<file path="src/hw/dcpc_pkg.sv">
package dcpc_pkg;
	localparam int unsigned NUM_CHAN          = 4;
	// axi byte addresses
	localparam logic [7:0]  ADDR_PWR_CTRL     = 8'h08;
	localparam logic [7:0]  ADDR_CTRL         = 8'h0C;
	localparam logic [7:0]  ADDR_IRQ_STATUS   = 8'h10;
	localparam logic [7:0]  ADDR_IRQ_MASK     = 8'h14;
	localparam logic [7:0]  ADDR_DAC_WORD     = 8'h18;
	// serial register select value of the power control register
	localparam logic [2:0]  REG_SEL_PWR_CTRL  = 3'h2;
	// power control register layout
	localparam int unsigned PWR_PU_LSB        = 0;
	localparam int unsigned PWR_THERM_BIT     = 5;
	localparam int unsigned PWR_OC_LSB        = 7;
	// control register layout
	localparam int unsigned CTRL_THERM_EN_BIT = 2;
	localparam int unsigned CTRL_CLAMP_EN_BIT = 3;
	localparam logic [31:0] CTRL_RESET        = 32'h0000_0008;
	// irq status layout: oc events in [3:0], thermal in [4]
	localparam int unsigned IRQ_THERM_BIT     = 4;
	localparam int unsigned IRQ_WIDTH         = 5;
	localparam logic [1:0]  RESP_OKAY         = 2'h0;
	localparam logic [1:0]  RESP_SLVERR       = 2'h2;
	// channel power-up settle time
	localparam int unsigned CLK_HZ            = 25000000;
	localparam int unsigned PU_TIME_US        = 10;
	localparam int unsigned PU_CYCLES         = (PU_TIME_US * (CLK_HZ / 1000000));
endpackage : dcpc_pkg

</file>
<file path="src/hw/dcpc_top.sv">
// The register addresses and the AXI4-Lite slave port were left to the implementer.
`timescale 1ns/1ps
// Overview of operation
// - each of the four channels is powered up or down on its own by its power-up bit.
// - after reset all power-up bits are clear and every channel is powered down.
// - a powered-down channel has its ground clamp closed and its amplifier disconnected.
// - at supply power-up outputs stay clamped until supplies are good and a valid word is written.
// - the clamp enable bit of the control register selects current clamp or auto power-down.
// - with clamp enable 1 a short limits current, sets the overcurrent flag and keeps power.
// - in clamp mode the overcurrent flag clears by itself once the short is gone.
// - with clamp enable 0 a short powers the channel down, sets its flag and clears its power-up bit.
// - thermal shutdown is off after reset and acts only once its enable bit is set.
// - with thermal shutdown on, overtemperature shuts outputs down and sets the thermal flag.
// - the power control register has select code 010 and holds power-up bits and read-only flags.
// - thermal shutdown powers down all four channels at once; its flag is read-only.
module dcpc_top
	import dcpc_pkg::*;
#(
	parameter int unsigned SETTLE_CYCLES = PU_CYCLES
)(
	// clock and reset
	input  wire logic        mclk_in,
	input  wire logic        resetn_in,
	// axi4-lite write address
	input  wire logic [7:0]  s_axi_awaddr_in,
	input  wire logic        s_axi_awvalid_in,
	output logic             s_axi_awready_out,
	// axi4-lite write data
	input  wire logic [31:0] s_axi_wdata_in,
	input  wire logic [3:0]  s_axi_wstrb_in,
	input  wire logic        s_axi_wvalid_in,
	output logic             s_axi_wready_out,
	// axi4-lite write response
	output logic [1:0]       s_axi_bresp_out,
	output logic             s_axi_bvalid_out,
	input  wire logic        s_axi_bready_in,
	// axi4-lite read address
	input  wire logic [7:0]  s_axi_araddr_in,
	input  wire logic        s_axi_arvalid_in,
	output logic             s_axi_arready_out,
	// axi4-lite read data
	output logic [31:0]      s_axi_rdata_out,
	output logic [1:0]       s_axi_rresp_out,
	output logic             s_axi_rvalid_out,
	input  wire logic        s_axi_rready_in,
	// asynchronous analog sense
	input  wire logic [3:0]  chan_short_in,
	input  wire logic        overtemp_in,
	input  wire logic        supplies_good_in,
	// analog switch controls
	output logic [3:0]       amp_connect_switch_out,
	output logic [3:0]       output_ground_clamp_out,
	output logic [3:0]       current_limit_out,
	output logic [3:0]       chan_ready_out,
	// interrupt
	output logic             irq_out
);
	// register layout packs exactly four channels
	if (NUM_CHAN != 4)
	begin : g_bad_chan
		$error("dcpc_top: four channels expected");
	end
	if (SETTLE_CYCLES < 1)
	begin : g_bad_settle
		$error("dcpc_top: SETTLE_CYCLES must be at least one");
	end

	typedef enum logic [1:0] {DCPC_IDLE, DCPC_RESP} dcpc_bus_t;

	// synchronised sense inputs
	logic [3:0] short_s;
	logic [1:0] misc_s;
	dcpc_sync #(.WIDTH(4)) u_sync_short (
		.mclk_in   (mclk_in),
		.resetn_in (resetn_in),
		.async_in  (chan_short_in),
		.sync_out  (short_s)
	);
	dcpc_sync #(.WIDTH(2)) u_sync_misc (
		.mclk_in   (mclk_in),
		.resetn_in (resetn_in),
		.async_in  ({supplies_good_in, overtemp_in}),
		.sync_out  (misc_s)
	);

	// register state
	logic [3:0]           pu_reg, pu_next;
	logic [3:0]           oc_reg, oc_next;
	logic                 therm_reg, therm_next;
	logic                 clamp_en_reg, clamp_en_next;
	logic                 therm_en_reg, therm_en_next;
	logic                 word_seen_reg, word_seen_next;
	logic [IRQ_WIDTH-1:0] ists_reg, ists_next;
	logic [IRQ_WIDTH-1:0] imask_reg, imask_next;
	logic [3:0]           amp_reg, amp_next;
	logic [3:0]           gnd_reg, gnd_next;
	logic [3:0]           lim_reg, lim_next;
	logic                 irq_reg, irq_next;

	// bus state
	dcpc_bus_t            wst_reg, wst_next, rst_reg, rst_next;
	logic                 aw_got_reg, aw_got_next, w_got_reg, w_got_next;
	logic [7:0]           waddr_reg, waddr_next;
	logic [31:0]          wdata_reg, wdata_next;
	logic [3:0]           wstrb_reg, wstrb_next;
	logic [1:0]           bresp_reg, bresp_next;
	logic [31:0]          rdata_reg, rdata_next;
	logic [1:0]           rresp_reg, rresp_next;

	logic                 wr_fire;
	logic                 rd_fire;
	logic [3:0]           settled;

	function automatic logic [31:0] pwr_word(input logic [3:0] oc, input logic th, input logic [3:0] pu);
		logic [31:0] v;
		v = '0;
		v[PWR_OC_LSB +: 4] = oc;
		v[PWR_THERM_BIT]   = th;
		v[PWR_PU_LSB +: 4] = pu;
		return v;
	endfunction : pwr_word

	function automatic logic [31:0] merge(input logic [31:0] old, input logic [31:0] nw, input logic [3:0] st);
		logic [31:0] v;
		v = old;
		for (int b = 0; b < 4; b++)
		begin
			if (st[b])
				v[b*8 +: 8] = nw[b*8 +: 8];
		end
		return v;
	endfunction : merge

	assign wr_fire = (wst_reg == DCPC_IDLE) && aw_got_reg && w_got_reg;
	assign rd_fire = (rst_reg == DCPC_IDLE) && s_axi_arvalid_in;

	// write channel: address and data taken in either order
	always_comb
	begin
		wst_next    = wst_reg;
		aw_got_next = aw_got_reg;
		w_got_next  = w_got_reg;
		waddr_next  = waddr_reg;
		wdata_next  = wdata_reg;
		wstrb_next  = wstrb_reg;
		bresp_next  = bresp_reg;
		case (wst_reg)
			DCPC_IDLE:
			begin
				if (s_axi_awvalid_in && !aw_got_reg)
				begin
					aw_got_next = 1'b1;
					waddr_next  = s_axi_awaddr_in;
				end
				if (s_axi_wvalid_in && !w_got_reg)
				begin
					w_got_next = 1'b1;
					wdata_next = s_axi_wdata_in;
					wstrb_next = s_axi_wstrb_in;
				end
				if (wr_fire)
				begin
					wst_next    = DCPC_RESP;
					aw_got_next = 1'b0;
					w_got_next  = 1'b0;
					case (waddr_reg)
						ADDR_PWR_CTRL, ADDR_CTRL, ADDR_IRQ_STATUS, ADDR_IRQ_MASK, ADDR_DAC_WORD:
							bresp_next = RESP_OKAY;
						default:
							bresp_next = RESP_SLVERR;
					endcase
				end
			end
			DCPC_RESP:
			begin
				if (s_axi_bready_in)
					wst_next = DCPC_IDLE;
			end
			default:
				wst_next = DCPC_IDLE;
		endcase
	end

	// read channel
	always_comb
	begin
		rst_next   = rst_reg;
		rdata_next = rdata_reg;
		rresp_next = rresp_reg;
		case (rst_reg)
			DCPC_IDLE:
			begin
				if (s_axi_arvalid_in)
				begin
					rst_next   = DCPC_RESP;
					rresp_next = RESP_OKAY;
					case (s_axi_araddr_in)
						ADDR_PWR_CTRL:   rdata_next = pwr_word(oc_reg, therm_reg, pu_reg);
						ADDR_CTRL:       rdata_next = 32'({clamp_en_reg, therm_en_reg, 2'b00});
						ADDR_IRQ_STATUS: rdata_next = 32'(ists_reg);
						ADDR_IRQ_MASK:   rdata_next = 32'(imask_reg);
						ADDR_DAC_WORD:   rdata_next = 32'(word_seen_reg);
						default:
						begin
							rdata_next = '0;
							rresp_next = RESP_SLVERR;
						end
					endcase
				end
			end
			DCPC_RESP:
			begin
				if (s_axi_rready_in)
					rst_next = DCPC_IDLE;
			end
			default:
				rst_next = DCPC_IDLE;
		endcase
	end

	// protection and register file
	always_comb
	begin
		logic [31:0] wv;
		logic [IRQ_WIDTH-1:0] ev;
		logic trip;
		wv             = '0;
		ev             = '0;
		trip           = 1'b0;
		pu_next        = pu_reg;
		clamp_en_next  = clamp_en_reg;
		therm_en_next  = therm_en_reg;
		word_seen_next = word_seen_reg;
		imask_next     = imask_reg;
		therm_next     = therm_reg;
		ists_next      = ists_reg;
		if (wr_fire)
		begin
			case (waddr_reg)
				ADDR_PWR_CTRL:
				begin
					// flags are read-only; only power-up bits are writable
					wv      = merge(pwr_word(oc_reg, therm_reg, pu_reg), wdata_reg, wstrb_reg);
					pu_next = wv[PWR_PU_LSB +: 4];
					word_seen_next = word_seen_reg | misc_s[1];
				end
				ADDR_CTRL:
				begin
					wv            = merge(CTRL_RESET, wdata_reg, wstrb_reg);
					clamp_en_next = wv[CTRL_CLAMP_EN_BIT];
					therm_en_next = wv[CTRL_THERM_EN_BIT];
					word_seen_next = word_seen_reg | misc_s[1];
				end
				ADDR_IRQ_MASK:
				begin
					wv         = merge(32'(imask_reg), wdata_reg, wstrb_reg);
					imask_next = wv[IRQ_WIDTH-1:0];
				end
				ADDR_DAC_WORD:
					word_seen_next = word_seen_reg | misc_s[1];
				default:
					wv = '0;
			endcase
		end
		// supply loss re-arms the power-up clamp
		if (!misc_s[1])
			word_seen_next = 1'b0;
		// overcurrent: flag follows the short in clamp mode; auto power-down latches pu low
		oc_next = short_s & (clamp_en_reg ? 4'hF : pu_reg);
		if (!clamp_en_reg)
		begin
			oc_next = oc_reg | (short_s & pu_reg);
			oc_next = oc_next & ~(pu_next & ~pu_reg); // re-power clears the old flag
			pu_next = pu_next & ~(short_s & pu_reg);
		end
		trip = therm_en_reg && misc_s[0];
		if (trip)
		begin
			therm_next = 1'b1;
			pu_next    = 4'h0;
		end
		else if (!misc_s[0])
			therm_next = 1'b0;
		ev = {trip & ~therm_reg, oc_next & ~oc_reg};
		if (rd_fire && s_axi_araddr_in == ADDR_IRQ_STATUS)
			ists_next = ev; // set wins over the read clear
		else
			ists_next = ists_reg | ev;
		// switches: connect only when powered and the power-up clamp is released
		amp_next  = pu_reg & {4{word_seen_reg & misc_s[1] & ~therm_reg}};
		gnd_next  = ~amp_next;
		lim_next  = short_s & pu_reg & {4{clamp_en_reg}};
		irq_next  = |(ists_reg & imask_reg);
	end

	always_ff @(posedge mclk_in)
	begin
		if (!resetn_in)
		begin
			pu_reg        <= 4'h0;
			oc_reg        <= 4'h0;
			therm_reg     <= 1'b0;
			clamp_en_reg  <= CTRL_RESET[CTRL_CLAMP_EN_BIT];
			therm_en_reg  <= CTRL_RESET[CTRL_THERM_EN_BIT];
			word_seen_reg <= 1'b0;
			ists_reg      <= '0;
			imask_reg     <= '0;
			amp_reg       <= 4'h0;
			gnd_reg       <= 4'hF;
			lim_reg       <= 4'h0;
			irq_reg       <= 1'b0;
			wst_reg       <= DCPC_IDLE;
			rst_reg       <= DCPC_IDLE;
			aw_got_reg    <= 1'b0;
			w_got_reg     <= 1'b0;
			waddr_reg     <= '0;
			wdata_reg     <= '0;
			wstrb_reg     <= '0;
			bresp_reg     <= RESP_OKAY;
			rdata_reg     <= '0;
			rresp_reg     <= RESP_OKAY;
		end
		else
		begin
			pu_reg        <= pu_next;
			oc_reg        <= oc_next;
			therm_reg     <= therm_next;
			clamp_en_reg  <= clamp_en_next;
			therm_en_reg  <= therm_en_next;
			word_seen_reg <= word_seen_next;
			ists_reg      <= ists_next;
			imask_reg     <= imask_next;
			amp_reg       <= amp_next;
			gnd_reg       <= gnd_next;
			lim_reg       <= lim_next;
			irq_reg       <= irq_next;
			wst_reg       <= wst_next;
			rst_reg       <= rst_next;
			aw_got_reg    <= aw_got_next;
			w_got_reg     <= w_got_next;
			waddr_reg     <= waddr_next;
			wdata_reg     <= wdata_next;
			wstrb_reg     <= wstrb_next;
			bresp_reg     <= bresp_next;
			rdata_reg     <= rdata_next;
			rresp_reg     <= rresp_next;
		end
	end

	// settle timers gate the ready indication the host may poll
	for (genvar c = 0; c < 4; c++)
	begin : g_settle
		dcpc_settle #(.CYCLES(SETTLE_CYCLES)) u_settle (
			.mclk_in    (mclk_in),
			.resetn_in  (resetn_in),
			.powered_in (amp_reg[c]),
			.ready_out  (settled[c])
		);
	end

	assign s_axi_awready_out       = (wst_reg == DCPC_IDLE) && !aw_got_reg;
	assign s_axi_wready_out        = (wst_reg == DCPC_IDLE) && !w_got_reg;
	assign s_axi_bvalid_out        = (wst_reg == DCPC_RESP);
	assign s_axi_bresp_out         = bresp_reg;
	assign s_axi_arready_out       = (rst_reg == DCPC_IDLE);
	assign s_axi_rvalid_out        = (rst_reg == DCPC_RESP);
	assign s_axi_rdata_out         = rdata_reg;
	assign s_axi_rresp_out         = rresp_reg;
	assign amp_connect_switch_out  = amp_reg;
	assign output_ground_clamp_out = gnd_reg;
	assign current_limit_out       = lim_reg;
	assign chan_ready_out          = settled;
	assign irq_out                 = irq_reg;
endmodule : dcpc_top

</file>
<file path="src/hw/dcpc_sync.sv">
`timescale 1ns/1ps
// three-stage synchroniser; change accepted when stages two and three agree
module dcpc_sync
	import dcpc_pkg::*;
#(
	parameter int unsigned WIDTH = 4
)(
	// clock and reset
	input  wire logic             mclk_in,
	input  wire logic             resetn_in,
	// data
	input  wire logic [WIDTH-1:0] async_in,
	output logic      [WIDTH-1:0] sync_out
);
	logic [WIDTH-1:0] s1_reg, s2_reg, s3_reg, val_reg;
	logic [WIDTH-1:0] s1_next, s2_next, s3_next, val_next;

	always_comb
	begin
		s1_next  = async_in;
		s2_next  = s1_reg;
		s3_next  = s2_reg;
		val_next = val_reg;
		for (int i = 0; i < int'(WIDTH); i++)
		begin
			if (s2_reg[i] == s3_reg[i])
				val_next[i] = s3_reg[i];
		end
	end

	always_ff @(posedge mclk_in)
	begin
		if (!resetn_in)
		begin
			s1_reg  <= '0;
			s2_reg  <= '0;
			s3_reg  <= '0;
			val_reg <= '0;
		end
		else
		begin
			s1_reg  <= s1_next;
			s2_reg  <= s2_next;
			s3_reg  <= s3_next;
			val_reg <= val_next;
		end
	end

	assign sync_out = val_reg;
endmodule : dcpc_sync

</file>
<file path="src/hw/dcpc_settle.sv">
`timescale 1ns/1ps
// per-channel settle timer; ready rises PU_CYCLES after power-up is granted
module dcpc_settle
	import dcpc_pkg::*;
#(
	parameter int unsigned CYCLES = PU_CYCLES
)(
	// clock and reset
	input  wire logic mclk_in,
	input  wire logic resetn_in,
	// control
	input  wire logic powered_in,
	output logic      ready_out
);
	localparam int unsigned CW = $clog2(CYCLES + 1);
	// a zero count would leave ready stuck low
	if (CYCLES < 1)
	begin : g_bad_cycles
		$error("dcpc_settle: CYCLES must be at least one");
	end

	logic [CW-1:0] cnt_reg, cnt_next;
	logic          rdy_reg, rdy_next;

	always_comb
	begin
		cnt_next = cnt_reg;
		rdy_next = rdy_reg;
		if (!powered_in)
		begin
			cnt_next = '0;
			rdy_next = 1'b0;
		end
		else if (!rdy_reg)
		begin
			if (cnt_reg == CW'(CYCLES - 1))
				rdy_next = 1'b1;
			else
				cnt_next = cnt_reg + CW'(1);
		end
	end

	always_ff @(posedge mclk_in)
	begin
		if (!resetn_in)
		begin
			cnt_reg <= '0;
			rdy_reg <= 1'b0;
		end
		else
		begin
			cnt_reg <= cnt_next;
			rdy_reg <= rdy_next;
		end
	end

	assign ready_out = rdy_reg;
endmodule : dcpc_settle

</file>
<file path="config.mk">
export PLATFORM = sky130hd
export DESIGN_NAME = dcpc_top
export DESIGN_NICKNAME = d
export VERILOG_FILES = /design/src/hw/dcpc_pkg.sv /design/src/hw/dcpc_top.sv /design/src/hw/dcpc_sync.sv /design/src/hw/dcpc_settle.sv
export SDC_FILE = /design/constraint.sdc
export NUM_CORES = 1
export LEC_CHECK = 0
export ABC_CLOCK_PERIOD_IN_PS = 3700
export BUFFER_PORTS_ARGS = -buffer_cell sky130_fd_sc_hd__buf_2
export CAP_MARGIN = 20
export CORE_MARGIN = 2
export CORE_UTILIZATION = 45
export CTS_CLUSTER_DIAMETER = 40
export DETAILED_ROUTE_END_ITERATION = 6
export GPL_ROUTABILITY_DRIVEN = 1
export PLACE_DENSITY = 0.65
export SYNTH_ARGS = -nofsm -noshare
export SYNTH_HDL_FRONTEND = slang
export SYNTH_HIERARCHICAL = 1
export SYNTH_SLANG_ARGS = --single-unit
</file>
<file path="constraint.sdc">
create_clock -name mclk_in -period 3.7 [get_ports mclk_in]
set_clock_uncertainty 0.2 [all_clocks]
set_input_delay 0.74 -clock mclk_in [delete_from_list [all_inputs] [get_ports mclk_in]]
set_output_delay 0.74 -clock mclk_in [all_outputs]
set_load 0.1 [all_outputs]
</file>
==> impl_metrics.env <==
export IMPL_result_of_the_run="finished, final reports clean"
export IMPL_grt_pass1_vias=3673
export IMPL_average_size_of_a_mapped_cell_um2=9.40
export IMPL_worst_setup_path_type="reg2out"
export IMPL_finalNonFillerCells=780
export IMPL_maxSlewHeadroom_pct=58.0
export IMPL_via_per_inst=5.23
export IMPL_worstSkewPairLatency_ns=0.41
export IMPL_final_min_clock_period_ns=2.30
export IMPL_n_antenna_cell=0
export IMPL_synth_warnings=6
export IMPL_fin_crit_sh_pct=62.1
export IMPL_clock_path_buffers=2
export IMPL_ff2ff_path_depth=4
export IMPL_async_flop_share_pct=0
export IMPL_cts_sinks=125
export IMPL_power_per_cell_area_mw_per_mm2=549
export IMPL_first_pass_grt_wire_length_um=17500
export IMPL_route_final_wire_length_um=10500
export IMPL_floorplan_io_pins=123
export IMPL_post_cts_resized=0
export IMPL_dr_first_iter_drc_count=219
export IMPL_worst_hold_startpoint="u_sync_short/s1_reg[0]$_SDFF_PN0_"
export IMPL_die_w_um=111
export IMPL_endpoint_required_time_on_the_critical_path_ns=2.76
export IMPL_timing_worst_slew_pin_value_ns=0.629
export IMPL_synth_edff_count=0
export IMPL_tritoncts_num_buffers=17
export IMPL_drt_wirelength_per_cell_um=13.5
export IMPL_peakVddDrop_mv=0.292
export IMPL_largest_register_ffs=32
export IMPL_drt_drc_violations_left=0
export IMPL_routed_length_on_met2_um=5120
export IMPL_fillers=1039
export IMPL_die_height_um=111
export IMPL_finalHoldWorstSlack_ns=0.231
export IMPL_grt_setup_unrepaired="false"
export IMPL_seq_area_frac_synth_pct=48.3
export IMPL_place_congestion=0.785
export IMPL_portBuffers=68
export IMPL_fmax_ghz=0.435
export IMPL_floorplan_die_area_mm2=0.0124
export IMPL_switching_share_pct=23.3
export IMPL_area_growth_synth_to_final_pct=19.1
export IMPL_setup_violation_total_in_the_final_timing_report=0
export IMPL_route_antenna_remaining_nets=0
export IMPL_path_clk_slew_ns=0.05
export IMPL_global_route_overflow_total=0
export IMPL_antenna_found_initial=0
export IMPL_tns_ns=0
export IMPL_mappedNetlistArea_mm2=0.00518
export IMPL_top_fanout_value_on_the_critical_path=6
export IMPL_num_vias=4079
export IMPL_core_area_mm2=0.0113
export IMPL_post_cts_buffers=0
export IMPL_leakagePower_nw=2.37
export IMPL_synth_seq_cells=125
export IMPL_cp_arrival_ns=1.36
export IMPL_max_cap_violations=0
export IMPL_worst_hold_path_type="reg2reg"
export IMPL_min_delay_path_depth=1
export IMPL_timing_hold_violations_final=0
export IMPL_internal_power_mw=2.60
export IMPL_sequentialPowerShare_pct=41.1
export IMPL_routed_wl_met3_um=421
export IMPL_num_nets_final=698
export IMPL_ys_flop_type="sky130_fd_sc_hd__dfxtp_1"
export IMPL_hold_path_endpoint="u_sync_short/s2_reg[0]$_SDFF_PN0_"
export IMPL_top_signal_layer_used="met4"
export IMPL_cts_root_buffer_cell="sky130_fd_sc_hd__clkbuf_16"
export IMPL_slew_violations=0
export IMPL_htree_num_levels=4
export IMPL_dp_cells=749
export IMPL_place_detailed_hpwl_um=7500
export IMPL_initial_utilization_pct=45.8
export IMPL_part_of_the_power_in_the_clock_network_pct=51.0
export IMPL_m1WireLength_um=4860
export IMPL_cts_hold_buffers_added=0
export IMPL_rrSetupSlack_ns=1.54
export IMPL_groute_usage_overall_pct=17.5
export IMPL_share_comb_of_total_power_pct=7.8
export IMPL_rr_endpoint="oc_reg[1]$_SDFF_PN0_"
export IMPL_drtPass1Iterations=4
export IMPL_netSwitchingPower_mw=0.790
export IMPL_grt_start_max_net_pins=55
export IMPL_cts_tree="yes"
export IMPL_syn_instance_count=551
export IMPL_timing_rr_start="waddr_reg[0]$_SDFFE_PN0P_"
export IMPL_proportion_of_layout_cells_with_a_drive_suffix_above_1_pct=19.5
export IMPL_cp_end_kind="output port"
export IMPL_final_util_pct=54.5
export IMPL_synth_cell_types=53
export IMPL_timing_critical_path_from_type="flip-flop"
export IMPL_standard_cell_row_count=39
## power by group through the flow
| stage | Sequential [mW] | Clock [mW] | Combinational (mW) |
|---|---|---|---|
| detailed placement | 1.42 | 0 | 0.266 |
| floorplan | 1.43 | 0 | 0.231 |
| finish | 1.39 | 1.73 | 0.265 |
| CTS | 1.39 | 1.76 | 0.266 |
| global placement | 1.42 | 0 | 0.262 |
| global route | 1.39 | 1.83 | 0.281 |
## synth_stat cells (all sizes together) (8+ instances only)
| cell type | n | area, um^2 |
|---|---|---|
| nand3 | 20 | 100 |
| and2 | 19 | 136 |
| or3 | 13 | 81.3 |
| dfxtp | 125 | 2500 |
| mux2i | 17 | 170 |
| a21oi | 38 | 190 |
| o21ai | 40 | 200 |
| nand4b | 9 | 78.8 |
| nor2 | 46 | 173 |
| nand3b | 9 | 71.3 |
| nand2b | 11 | 68.8 |
| inv | 12 | 45.0 |
| clkbuf | 10 | 37.5 |
| a2111o | 8 | 90.1 |
| buf | 28 | 210 |
| ha | 8 | 100 |
| xor2 | 8 | 70.1 |
| nand2 | 52 | 195 |
## critical path: stages (launching register included)
cell and delay [ns]:
sky130_fd_sc_hd__dfxtp_1 0.34, sky130_fd_sc_hd__nor2_1 0.16, sky130_fd_sc_hd__buf_2 0.45
## placed cells by master (no fill, tap or decap), drive strengths merged, types with 2 or more instances in the layout
cell / n
and2: 19
clkinv: 3
or4: 2
inv: 12
mux2i: 17
o211a: 2
a31oi: 2
dfxtp: 125
and4: 4
and3b: 6
nand2b: 11
a32oi: 5
nand3: 20
a22oi: 4
o22ai: 2
ha: 8
nor4: 5
nand4: 4
bufinv: 4
xor2: 8
a22o: 4
a21boi: 6
o21ai: 40
or3: 13
nor3: 4
nand4b: 9
nand2: 52
conb: 24
a2111o: 8
a21oi: 38
nor2b: 6
a32o: 4
nor2: 46
clkbuf: 24
and3: 2
nand3b: 9
nor3b: 4
buf: 70
a211o: 4
## how the worst max path moves through the flow
stage	from	end	slack, ns	cells past startpoint
final	wst_reg[0]$_SDFFE_PN0P_	s_axi_awready_out	1.40	2
after global routing	wst_reg[0]$_SDFFE_PN0P_	s_axi_awready_out	1.29	2
after CTS	wst_reg[0]$_SDFFE_PN0P_	s_axi_awready_out	1.37	2
after detailed placement	s_axi_araddr_in[5]	ists_reg[0]$_SDFF_PN0_	1.07	5
after global placement	s_axi_araddr_in[5]	ists_reg[3]$_SDFF_PN0_	1.09	5
after floorplan	wst_reg[0]$_SDFFE_PN0P_	waddr_reg[3]$_SDFFE_PN0P_	0.61	5
## layer usage
metal / track usage, % / vias to the layer above
met5: 0 / -
met4: 7.90 / 0
met3: 5.41 / 12
met2: 27.4 / 80
met1: 22.2 / 1914
li1: - / 2073
## through the flow
stage / cell area, um^2 / power [mW] / setup WS, ns
after floorplan: 5270 / 1.66 / 0.615
after global placement: 5550 / 1.68 / 1.09
after detailed placement: 5550 / 1.69 / 1.07
after CTS: 6170 / 3.41 / 1.37
after global routing: 6170 / 3.50 / 1.29
final: 6170 / 3.39 / 1.40
## kinds of logic after synthesis
logic type               Yosys count  synth area share (%)
AO/OA/AOI/OAI                    124                  15.5
XOR/XNOR                           8                  1.35
adder cells (fa/ha/maj)            8                  1.93
buffers and inverters             50                  5.65
flip-flops                       125                  48.3
multiplexers                      17                  3.28
other                              1                0.0724
AND/OR/NAND/NOR                  218                  23.9
## layout make-up
cell class	instances	area, um^2	area share (%)
multi-input combinational	399	2470	40.1
clock buffer	24	482	7.81
timing repair buffer	70	355	5.76
clock inverter	7	135	2.19
inverter	12	45.0	0.730
tap	143	179	2.90
sequential	125	2500	40.6
No activity file was read; power rests on OpenSTA's default activity.
